## config.mk

```make
export PLATFORM = sky130hd
export DESIGN_NAME = fsc_monitor
export DESIGN_NICKNAME = d
export VERILOG_FILES = /design/src/inc/fsc_pkg.sv /design/src/hw/fsc_edge_sync.sv /design/src/hw/fsc_monitor.sv
export SDC_FILE = /design/constraint.sdc
export NUM_CORES = 1
export LEC_CHECK = 0
export ABC_AREA = 1
export BUFFER_PORTS_ARGS = -buffer_cell sky130_fd_sc_hd__buf_4
export CORE_UTILIZATION = 51
export DETAILED_ROUTE_END_ITERATION = 10
export GPL_ROUTABILITY_DRIVEN = 0
export PLACE_DENSITY_LB_ADDON = 0.15
export SYNTH_ARGS = -nofsm -noshare
export SYNTH_HDL_FRONTEND = slang
export SYNTH_HIERARCHICAL = 1
export SYNTH_SLANG_ARGS = --single-unit
```

## constraint.sdc

```tcl
create_clock -name CLK_SYS -period 3.4 [get_ports CLK_SYS]
set_input_delay 0.17 -clock CLK_SYS [delete_from_list [all_inputs] [get_ports CLK_SYS]]
set_output_delay 0.17 -clock CLK_SYS [all_outputs]
set_load 0.01 [all_outputs]
```

## src/inc/fsc_pkg.sv

```systemverilog
// shared constants and carrier types for the clock supervisor
package fsc_pkg;

  // ==========================================================================
  // sample clock divider
  localparam int unsigned LF_DIV_RATIO = 64;                 // lf osc periods per sample period
  localparam int unsigned LF_HALF_DIV  = LF_DIV_RATIO / 2;   // lf edges per sample half period
  localparam int unsigned DIV_W        = $clog2(LF_HALF_DIV);
  localparam logic [DIV_W-1:0] DIV_LAST = DIV_W'(LF_HALF_DIV - 1);
  localparam logic [DIV_W-1:0] DIV_RST  = '0;

  // ==========================================================================
  // osc control register layout
  localparam int unsigned OSC_CTRL_W     = 8;
  localparam int unsigned SCS_LSB        = 0;   // clock_source_select [1:0]
  localparam int unsigned PRIMARY_RUN_MODE_BIT    = 3;   // primary_running_status
  localparam int unsigned IFS_LSB        = 4;   // internal_freq_select [6:4]
  localparam logic [1:0]  SCS_RST        = 2'h0;
  localparam logic [2:0]  IFS_RST        = 3'h3;

  // peripheral irq flags 2 layout
  localparam int unsigned IRQ2_W         = 8;
  localparam int unsigned OSC_FAIL_BIT   = 7;

  // clock_source_select encodings
  localparam logic [1:0]  SCS_PRIMARY    = 2'h0;
  localparam logic [1:0]  SCS_SECONDARY  = 2'h1;

  // ==========================================================================
  // types
  typedef enum logic [1:0] {
    FSC_SRC_PRIMARY,
    FSC_SRC_SECONDARY,
    FSC_SRC_INTERNAL
  } fsc_src_t;

  typedef enum logic [1:0] {
    FSC_ST_START,      // running from internal while primary starts
    FSC_ST_RUN,        // running from the selected source, monitored
    FSC_ST_FAILSAFE    // monitored source lost, internal fallback
  } fsc_state_t;

  // static configuration fuses
  typedef struct packed {
    logic monitor_config_enable;
    logic dual_speed_start_enable;
    logic pri_is_crystal;           // crystal/resonator primary, needs start-up timers
  } fsc_cfg_t;

  // software write into the osc control register
  typedef struct packed {
    logic       wr;
    logic [1:0] clock_source_select;
    logic [2:0] internal_freq_select;
  } fsc_ctrl_wr_t;

  // power management events
  typedef struct packed {
    logic wake;        // power-on reset done or sleep exit, one-cycle pulse
    logic pm_entry;    // entry into a power-managed mode, one-cycle pulse
    logic idle;        // cpu is in idle
  } fsc_pm_t;

endpackage : fsc_pkg

```

## src/hw/fsc_edge_sync.sv

```systemverilog
// two-stage synchroniser with edge pulses taken after the second stage
`timescale 1ns/10ps
module fsc_edge_sync (
  // clock and reset
  input  wire logic CLK_SYS,
  input  wire logic RST_N,
  // raw level
  input  wire logic D,
  // synchronised level and edges
  output logic      Q,
  output logic      RISE,
  output logic      FALL
);
  logic meta_q;
  logic sync_q;
  logic last_q;

  // ==========================================================================
  // only sync_q reads meta_q, so a metastable sample never reaches the edges
  always_ff @(posedge CLK_SYS or negedge RST_N) begin
    if (!RST_N) begin
      meta_q <= 1'b0;
      sync_q <= 1'b0;
      last_q <= 1'b0;
    end else begin
      meta_q <= D;
      sync_q <= meta_q;
      last_q <= sync_q;
    end
  end

  // edges from stable stages only
  assign Q    = sync_q;
  assign RISE = sync_q & ~last_q;
  assign FALL = ~sync_q & last_q;

endmodule : fsc_edge_sync

```

## src/hw/fsc_monitor.sv

```systemverilog
// clock failure monitor, start-up masking and clock source sequencing
`timescale 1ns/10ps
//
// Contract
// RULE1: with monitor enabled, sample clock is low-freq osc divided by 64.
// RULE2: monitor latch set by device clock fall, cleared by sample clock rise.
// RULE3: at each sample clock fall, a still-set latch declares clock failure.
// RULE4: failure sets osc fail flag, bit 7 of peripheral irq flags 2.
// RULE5: failure switches to internal osc; control register keeps old source.
// RULE6: failure resets the watchdog counter and postscaler.
// RULE7: monitor enable keeps the low-freq oscillator running continuously.
// RULE8: only primary or secondary sources are monitored, never the internal one.
// RULE9: watchdog disable does not stop the oscillator while monitoring is enabled.
// RULE10: fail-safe ends only on device reset or power-managed mode entry.
// RULE11: after reset run internal until primary ready, then switch, set status.
// RULE12: primary never ready: stay internal, register keeps reset value.
// RULE13: power-managed entry selects register source and resumes monitoring.
// RULE14: failure in power-managed mode: internal clock, no automatic return.
// RULE15: fail interrupt disabled: idle wake-ups execute on internal osc.
// RULE16: non-crystal primary: monitoring starts right after reset or wake; with dual-speed start enabled, code waits for primary ready.
// RULE17: crystal primary: internal clock until start-up timers expire, then monitor.
// RULE18: primary never starting raises no fail flag; status bit shows it.
// RULE19: power-managed entry while waiting for primary disables the primary; code keeps it enabled when the register selects primary.
// RULE20: status bit 3 reads 1 when primary clocks the device, else 0.
// RULE21: during dual-speed start, source select writes and sleep are accepted.
// RULE22: dual-speed start runs internal, switching to primary at timer expiry.
// RULE23: fail flag sticky until software clears it, registered for the cpu.
module fsc_monitor
  import fsc_pkg::*;
(
  // clock and reset
  input  wire logic                  CLK_SYS,
  input  wire logic                  RST_N,
  // configuration fuses
  input  wire fsc_pkg::fsc_cfg_t     CFG,
  // oscillator levels and readiness
  input  wire logic                  LF_OSC,       // low_freq_internal_osc output
  input  wire logic                  DEV_CLK,      // monitored device clock
  input  wire logic                  PRI_READY,    // osc_startup_timer and pll expired
  // software access
  input  wire fsc_pkg::fsc_ctrl_wr_t CTRL_WR,
  input  wire logic                  FLAG_CLR,     // clear osc_fail_flag, pulse
  input  wire logic                  FAIL_IE,      // fail interrupt enable
  input  wire logic                  WDT_EN,
  // power management
  input  wire fsc_pkg::fsc_pm_t      PM,
  // clock steering
  output fsc_pkg::fsc_src_t          CLK_SEL,
  output logic                       PRI_OSC_EN,
  output logic                       LF_OSC_EN,
  output logic                       EXEC_ON_INT,
  // status
  output logic [OSC_CTRL_W-1:0]      OSC_CTRL,
  output logic [IRQ2_W-1:0]          IRQ_FLAGS2,
  output logic                       FAIL_SAFE,
  output logic                       WDT_RST
);

  // ==========================================================================
  // declarations
  fsc_state_t       state_q, state_d;
  logic [DIV_W-1:0] div_q;
  logic             sample_clk_q;
  logic             samp_rise;
  logic             samp_fall;
  logic             latch_q;
  logic             fail_evt;
  logic             flag_q;
  logic             wdt_rst_q;
  logic             pri_en_q;
  logic [1:0]       scs_q;
  logic [2:0]       ifs_q;
  logic             lf_q;
  logic             lf_rise;
  logic             dev_fall;
  logic             mon_active;
  logic             start_masked;
  fsc_src_t         sel_src;

  // map the source select field to a mux source
  function automatic fsc_src_t scs_to_src(input logic [1:0] scs);
    if (scs == SCS_PRIMARY) begin
      scs_to_src = FSC_SRC_PRIMARY;
    end else if (scs == SCS_SECONDARY) begin
      scs_to_src = FSC_SRC_SECONDARY;
    end else begin
      scs_to_src = FSC_SRC_INTERNAL;
    end
  endfunction : scs_to_src

  // ==========================================================================
  // input synchronisers
  fsc_edge_sync u_lf_sync (
    .CLK_SYS (CLK_SYS),
    .RST_N   (RST_N),
    .D       (LF_OSC),
    .Q       (lf_q),
    .RISE    (lf_rise),
    .FALL    ()
  );

  fsc_edge_sync u_dev_sync (
    .CLK_SYS (CLK_SYS),
    .RST_N   (RST_N),
    .D       (DEV_CLK),
    .Q       (),
    .RISE    (),
    .FALL    (dev_fall)
  );

  // ==========================================================================
  // oscillator enables
  // the watchdog has its own divider, so it only adds to the enable
  assign LF_OSC_EN = CFG.monitor_config_enable | WDT_EN; // RULE7 RULE9

  // ==========================================================================
  // sample clock: toggles every 32 lf rises, one period per 64 lf periods
  always_ff @(posedge CLK_SYS or negedge RST_N) begin
    if (!RST_N) begin
      div_q        <= DIV_RST;
      sample_clk_q <= 1'b0;
    end else if (!CFG.monitor_config_enable) begin
      div_q        <= DIV_RST;
      sample_clk_q <= 1'b0;
    end else if (lf_rise) begin
      if (div_q == DIV_LAST) begin // RULE1
        div_q        <= DIV_RST;
        sample_clk_q <= ~sample_clk_q;
      end else begin
        div_q <= div_q + 1'b1;
      end
    end
  end

  // edges of the sample clock, seen in the cycle that toggles it
  assign samp_rise = CFG.monitor_config_enable & lf_rise & (div_q == DIV_LAST) & ~sample_clk_q;
  assign samp_fall = CFG.monitor_config_enable & lf_rise & (div_q == DIV_LAST) & sample_clk_q;

  // ==========================================================================
  // monitoring runs only on an external source after start-up is over
  assign sel_src      = scs_to_src(scs_q);
  assign start_masked = (state_q == FSC_ST_START); // RULE17 RULE18
  assign mon_active   = CFG.monitor_config_enable && (state_q == FSC_ST_RUN)
                        && (sel_src != FSC_SRC_INTERNAL); // RULE8 RULE16

  // monitor latch; a device edge in the same cycle as a sample rise wins
  always_ff @(posedge CLK_SYS or negedge RST_N) begin
    if (!RST_N) begin
      latch_q <= 1'b0;
    end else if (!mon_active) begin
      latch_q <= 1'b0;
    end else if (dev_fall) begin
      latch_q <= 1'b1; // RULE2
    end else if (samp_rise) begin
      latch_q <= 1'b0; // RULE2
    end
  end

  // failure decided only on the sample fall
  assign fail_evt = mon_active & samp_fall & latch_q; // RULE3

  // ==========================================================================
  // source sequencing
  always_comb begin
    state_d = state_q;
    case (state_q)
      FSC_ST_START: begin
        // a non-crystal primary without dual-speed needs no start-up masking
        if (PM.pm_entry) begin
          state_d = FSC_ST_RUN; // RULE13 RULE21
        end else if (!CFG.pri_is_crystal && !CFG.dual_speed_start_enable) begin
          state_d = FSC_ST_RUN; // RULE16
        end else if (PRI_READY) begin
          state_d = FSC_ST_RUN; // RULE11 RULE22
        end
      end
      FSC_ST_RUN: begin
        if (fail_evt) begin
          state_d = FSC_ST_FAILSAFE; // RULE5 RULE14
        end else if (PM.wake && (CFG.pri_is_crystal || CFG.dual_speed_start_enable)) begin
          state_d = FSC_ST_START; // RULE17 RULE22
        end
      end
      FSC_ST_FAILSAFE: begin
        // no automatic return to the failed source
        if (PM.pm_entry) begin
          state_d = FSC_ST_RUN; // RULE10 RULE13
        end
      end
      default: begin
        state_d = FSC_ST_START;
      end
    endcase
  end

  // reset always begins on the internal source, which is safe for any primary
  always_ff @(posedge CLK_SYS or negedge RST_N) begin
    if (!RST_N) begin
      state_q <= FSC_ST_START; // RULE11
    end else begin
      state_q <= state_d;
    end
  end

  // ==========================================================================
  // primary oscillator enable
  always_ff @(posedge CLK_SYS or negedge RST_N) begin
    if (!RST_N) begin
      pri_en_q <= 1'b1; // RULE11
    end else if (state_q == FSC_ST_START && PM.pm_entry) begin
      pri_en_q <= (CTRL_WR.wr ? CTRL_WR.clock_source_select : scs_q) == SCS_PRIMARY; // RULE19
    end else if (PM.wake) begin
      pri_en_q <= 1'b1;
    end else if (PM.pm_entry) begin
      pri_en_q <= sel_src == FSC_SRC_PRIMARY;
    end
  end

  assign PRI_OSC_EN = pri_en_q;

  // ==========================================================================
  // osc control register fields; fail-safe never rewrites them
  always_ff @(posedge CLK_SYS or negedge RST_N) begin
    if (!RST_N) begin
      scs_q <= SCS_RST; // RULE12
      ifs_q <= IFS_RST;
    end else if (CTRL_WR.wr) begin
      scs_q <= CTRL_WR.clock_source_select; // RULE21
      ifs_q <= CTRL_WR.internal_freq_select;
    end
  end

  // status reads 1 only while the primary really drives the device
  always_comb begin
    OSC_CTRL                      = '0;
    OSC_CTRL[SCS_LSB +: 2]        = scs_q; // RULE5
    OSC_CTRL[IFS_LSB +: 3]        = ifs_q;
    OSC_CTRL[PRIMARY_RUN_MODE_BIT]         = (CLK_SEL == FSC_SRC_PRIMARY); // RULE20
  end

  // ==========================================================================
  // clock mux; start-up and fail-safe both run from the internal block
  always_comb begin
    case (state_q)
      FSC_ST_RUN:      CLK_SEL = sel_src; // RULE13
      FSC_ST_START:    CLK_SEL = FSC_SRC_INTERNAL; // RULE11 RULE17
      FSC_ST_FAILSAFE: CLK_SEL = FSC_SRC_INTERNAL; // RULE5 RULE14
      default:         CLK_SEL = FSC_SRC_INTERNAL;
    endcase
  end

  // with the fail interrupt off, an idle wake still runs on the internal block
  assign EXEC_ON_INT = (state_q == FSC_ST_FAILSAFE) & (PM.idle | ~FAIL_IE | FAIL_IE); // RULE15
  assign FAIL_SAFE   = (state_q == FSC_ST_FAILSAFE);

  // ==========================================================================
  // sticky fail flag; a failure in the clearing cycle wins
  always_ff @(posedge CLK_SYS or negedge RST_N) begin
    if (!RST_N) begin
      flag_q <= 1'b0;
    end else if (fail_evt) begin
      flag_q <= 1'b1; // RULE4 RULE23
    end else if (FLAG_CLR) begin
      flag_q <= 1'b0; // RULE23
    end
  end

  always_comb begin
    IRQ_FLAGS2               = '0;
    IRQ_FLAGS2[OSC_FAIL_BIT] = flag_q; // RULE4
  end

  // ==========================================================================
  // watchdog restart, registered one-cycle pulse
  always_ff @(posedge CLK_SYS or negedge RST_N) begin
    if (!RST_N) begin
      wdt_rst_q <= 1'b0;
    end else begin
      wdt_rst_q <= fail_evt; // RULE6
    end
  end

  assign WDT_RST = wdt_rst_q;

  logic [DIV_W:0] rise_cnt_q;
  always_ff @(posedge CLK_SYS or negedge RST_N) begin
    if (!RST_N) begin
      rise_cnt_q <= '0;
    end else if (samp_rise || samp_fall || !CFG.monitor_config_enable) begin
      rise_cnt_q <= '0;
    end else if (lf_rise) begin
      rise_cnt_q <= rise_cnt_q + 1'b1;
    end
  end
endmodule : fsc_monitor

```

==> After elaboration in Yosys (flattened, before gate mapping) <==
Index checks and enable logic that the tools add are counted.
{ "op_classes": {"addsub": 1, "muxes": 25, "eq_ne": 11, "n_bitwise": 16, "n_reduce_logical": 17} }
{ "op_table": {"columns": ["op", "count"], "rows": [
  ["$mux W2", 10],
  ["$mux W5", 3],
  ["$mux W1", 11],
  ["$logic_not A2 Y1", 5],
  ["$and A1 B1 Y1", 9],
  ["$pmux W2 S3", 1],
  ["$add A5 B1 Y5 const B", 1],
  ["$eq A5 B5 Y1 const B", 1],
  ["$logic_and A1 B1 Y1", 5],
  ["$eq A2 B1 Y1 const B", 2],
  ["$ne A2 B1 Y1 const B", 2],
  ["$ne A2 B2 Y1 const B", 2],
  ["$ne A4 B3 Y1 const B", 1],
  ["$not A1 Y1", 4],
  ["$ne A3 B2 Y1 const B", 1],
  ["$ne A3 B3 Y1 const B", 1],
  ["$or A1 B1 Y1", 3],
  ["$reduce_and A3 Y1", 1],
  ["$reduce_bool A3 Y1", 1],
  ["$eq A2 B2 Y1 const B", 1],
  ["$logic_not A1 Y1", 2],
  ["$reduce_and A2 Y1", 1],
  ["$reduce_bool A2 Y1", 1],
  ["$logic_or A1 B1 Y1", 1]
]} }
{ "totals": {"wordCells": 85, "in_bits": 20, "register_bits": 23} }

==> Logic depth before layout (Yosys ltp) <==
{ "logic_depth": {"word_depth": 9, "mapped_depth": 9, "depth_no_buf": 9} }

==> Cells and area by module <==
Netlist, hierarchy kept.
{ "modules_own_cells": {"columns": ["module", "cells_per_inst", "seq_area_each_um2", "instances", "area_each_um2"], "rows": [
  ["fsc_monitor", 116, 429.2, 1, 923.4],
  ["fsc_edge_sync", 7, 75.1, 2, 90.1]
]} }

==> Worst setup path after synthesis <==
OpenSTA, ideal clock, no wires.
{ "synth_path": {"kind": "register to register", "from": "register div_q[0]", "to": "register latch_q", "synth_period_minus_slack_ns": 1.327, "path_buffers": 0, "required_time_ns": 3.282, "t_arrival_ns": 1.210, "stages_incl_launch_ff": 10, "setup_ns": 0.118, "path_slack_ns": 2.073, "path_cell_list": "dfrtp_1 > ha_1 > nand2_1 > nor2_1 > ha_1 > nand2_1 > nand2_1 > nand3_1 > a21oi_1 > nor2_1"} }
{ "synth_between": {"elab_chain_cells": 4} }
{ "synth_rtl": {"columns": ["item", "line", "source"], "rows": [
  ["from (decl)", "fsc_monitor.sv:62", "logic [DIV_W-1:0] div_q;"],
  ["from (signal assigned)", "fsc_monitor.sv:130", "div_q <= div_q + 1'b1;"],
  ["$eq A5 B5 Y1", "fsc_monitor.sv:136", "assign samp_rise = CFG.monitor_config_enable & lf_rise & (div_q == DIV_LAST) & ~sample_clk_q;"],
  ["$and A1 B1 Y1 (2 in a row)", "fsc_monitor.sv:136", null],
  ["$ne A3 B3 Y1 (no source line)", null, null],
  ["to (signal assigned)", "fsc_monitor.sv:149", "latch_q <= 1'b0;"],
  ["to (signal assigned)", "fsc_monitor.sv:151", "latch_q <= 1'b0;"],
  ["to (signal assigned)", "fsc_monitor.sv:153", "latch_q <= 1'b1;"],
  ["to (decl)", "fsc_monitor.sv:66", "logic latch_q;"]
]} }
Every way passes these cells.
A chain may end at the register's enable or synchronous reset.

==> Worst setup path in the final report <==
Ends and elaborated chain as after synthesis.

==> flow_metrics.py <==
metrics = {
    "layout": {
        "diodes": 0,
        "drive_above_1_share": 0.275,
        "layout.nets": 183,
        "seq_area_sq_um": 579,
        "area_growth_pct": 24.5,
        "multi_input_area_sq_um": 355,
        "fill_cells": 156,
        "finalNonFillerCells": 187,
        "stdcell_area_sq_mm": 0.00136,
    },
    "power_and_ir_drop": {
        "total_leakage_power_nw": 0.746,
        "irDropWorstVdd_v": 0.000349,
        "power_density_mw_per_mm2": 437,
        "finalPower_w": 0.000592,
    },
    "floorplan": {
        "core_area_sq_mm": 0.00198,
        "row_count": 16,
        "die_h_microns": 48.2,
        "io_pins": 43,
        "die_w_microns": 48.2,
        "die_area_sq_mm": 0.00232,
        "start_util": 0.549,
    },
    "sta": {
        "max_freq_ghz": 0.683,
        "setup_viol": 0,
        "setup_ws_ns": 1.94,
        "skew_ns": 0.00477,
        "hold_viol_final": 0,
        "maxSlewViolCount": 0,
        "final.min_clock_period_ns": 1.46,
        "tns_ns": 0,
        "rsz0062_at_grt": "false",
        "post-route-period-util": 0.431,
    },
    "logic_synthesis": {
        "netlist_area_sq_mm": 0.00109,
        "postSynthCellCount": 126,
        "yosysWarnings": 6,
        "avgSynthCellArea_sq_um": 8.64,
    },
    "global_routing": {
        "track_usage": 0.176,
        "use_met3": 0.0370,
        "grt_pass1_vias": 726,
        "grt.busiest_layer": "met2",
        "use_met1": 0.236,
        "grt_max_degree": 24,
        "grt_pass1_wl_microns": 2850,
        "grt_use_met2": 0.280,
        "antenna_found_initial": 0,
        "grt_overflow": 0,
    },
    "clock_tree": {
        "cts_tree": "built",
        "cts_max_level": 1,
        "cts_resized": 0,
        "numCtsBuffers": 3,
        "cts_buffer_depth": 2,
        "clk_latency_ns": 0.31,
        "ctsRootBufferMaster": "clkbuf_4",
        "cts_sinks": 23,
        "clk_transition_reported_paths_ns": 0.13,
    },
    "routing": {
        "dr_total_vias": 826,
        "drc": 0,
        "drt_pass1_iterations": 4,
        "routed_wl_microns": 1780,
        "wl_per_cell_microns": 9.53,
        "ant_nets": 0,
        "via_per_inst": 4.42,
        "drtIter0Drc": 9,
    },
    "flow_run": {
        "drv_cap": 0,
    },
    "worst_setup_path": {
        "cp_data_arrival_time_ns": 1.68,
        "cp-start-kind": "flop",
        "cp_max_fo": 4,
        "crit_path_end_kind": "flop",
        "cp_data_required_time_ns": 3.61,
        "rr_startpoint": "div_q[0]",
        "reg2regPathDepth": 9,
        "reg2reg_slack_ns": 1.94,
        "timing.rr.end": "latch_q",
        "path_class": "flop to flop",
    },
    "hold_path": {
        "holdPathStages": 2,
        "min_to": "flag_q",
        "worstHoldStart": "FLAG_CLR",
        "hp-class": "input pin to flop",
    },
    "placement": {
        "place_ws_ns": 1.94,
        "hpwl_microns": 1410,
        "post-place-cells": 180,
        "place_area_sq_mm": 0.00129,
        "io_buffers": 31,
    },
    "status": {
        "status": "finished clean",
    },
}
worst max-delay path, stage by stage (launching register included):
cell	delay, ns
dfrtp_1	0.41
ha_1	0.19
nand2_1	0.07
nor2_1	0.09
ha_1	0.16
nand2_1	0.07
nand2_1	0.11
nand3_1	0.08
a21oi_1	0.13
nor2_1	0.05
metrics by stage:
stage | hold slack (ns) | util
2_1_floorplan | -0.126 | -
3_3_place_gp | 0.0764 | 0.653
3_5_place_dp | 0.0754 | 0.653
4_1_cts | 0.0481 | 0.684
5_1_grt | 0.0333 | 0.684
6_report | 0.0524 | 0.684
layer usage:
metal  up-vias  part of all wire
met2        23              0.49
met5         -                 0
met1       375              0.45
met4         0            0.0073
met3         2             0.043
li1        426                 -
report_power, final:
part,leakage (nW),internal (W),switching [W],total [W]
logic,0.449,0.0000649,0.0000706,0.000135
registers,0.283,0.000305,0.0000236,0.000329
clock network,0.0139,0.0000448,0.0000830,0.000128
total,0.746,0.000415,0.000177,0.000592
area by class of cell:
class / count / area share
Sequential cell: 23 / 0.428
Clock inverter: 1 / 0.00554
Multi-Input combinational cell: 74 / 0.262
Clock buffer: 3 / 0.0166
Timing Repair Buffer: 34 / 0.194
Tap cell: 27 / 0.0249
Inverter: 25 / 0.0693
flip-flops by register name, indices dropped and copies added, names as in the netlist:
register	count
sample_clk_q	1
latch_q	1
div_q	5
state_q	2
u_dev_sync/Q	1
PRI_OSC_EN	1
flag_q	1
u_lf_sync/meta_q	1
u_dev_sync/meta_q	1
u_lf_sync/last_q	1
scs_q	2
u_dev_sync/last_q	1
ifs_q	3
u_lf_sync/Q	1
WDT_RST	1
placed cells by master, fill, tap and decap left out:
| cell | n |
|---|---|
| nor2_1 | 13 |
| o21ai_0 | 8 |
| inv_1 | 25 |
| nand3_1 | 4 |
| nand2_2 | 1 |
| nand2_1 | 23 |
| mux2_2 | 3 |
| o21ai_1 | 1 |
| ha_1 | 2 |
| clkbuf_4 | 3 |
| dlygate4sd3_1 | 3 |
| a31oi_1 | 1 |
| clkinvlp_4 | 1 |
| conb_1 | 9 |
| a21oi_1 | 6 |
| nor2_2 | 1 |
| buf_4 | 31 |
| or2_2 | 1 |
| nand3b_1 | 1 |
| dfstp_2 | 3 |
| dfrtp_1 | 20 |
how the worst max path moves through the flow:
stage	from	depth (start not counted)	slack, ns	to
after global routing	div_q[0]	9	1.74	latch_q
after floorplan	div_q[0]	9	2.07	latch_q
after detailed placement	div_q[0]	9	1.94	latch_q
final	div_q[0]	9	1.94	latch_q
after global placement	div_q[0]	9	1.96	latch_q
after CTS	div_q[0]	9	1.91	latch_q
repair_timing:
item                                   4_1_cts  5_1_grt
endpoints found under the hold margin       25        0
hold buffers                                 3        0
setup buffers                                0        0
setup endpoints to repair                    0        0
(Power assumes the default switching activity.)
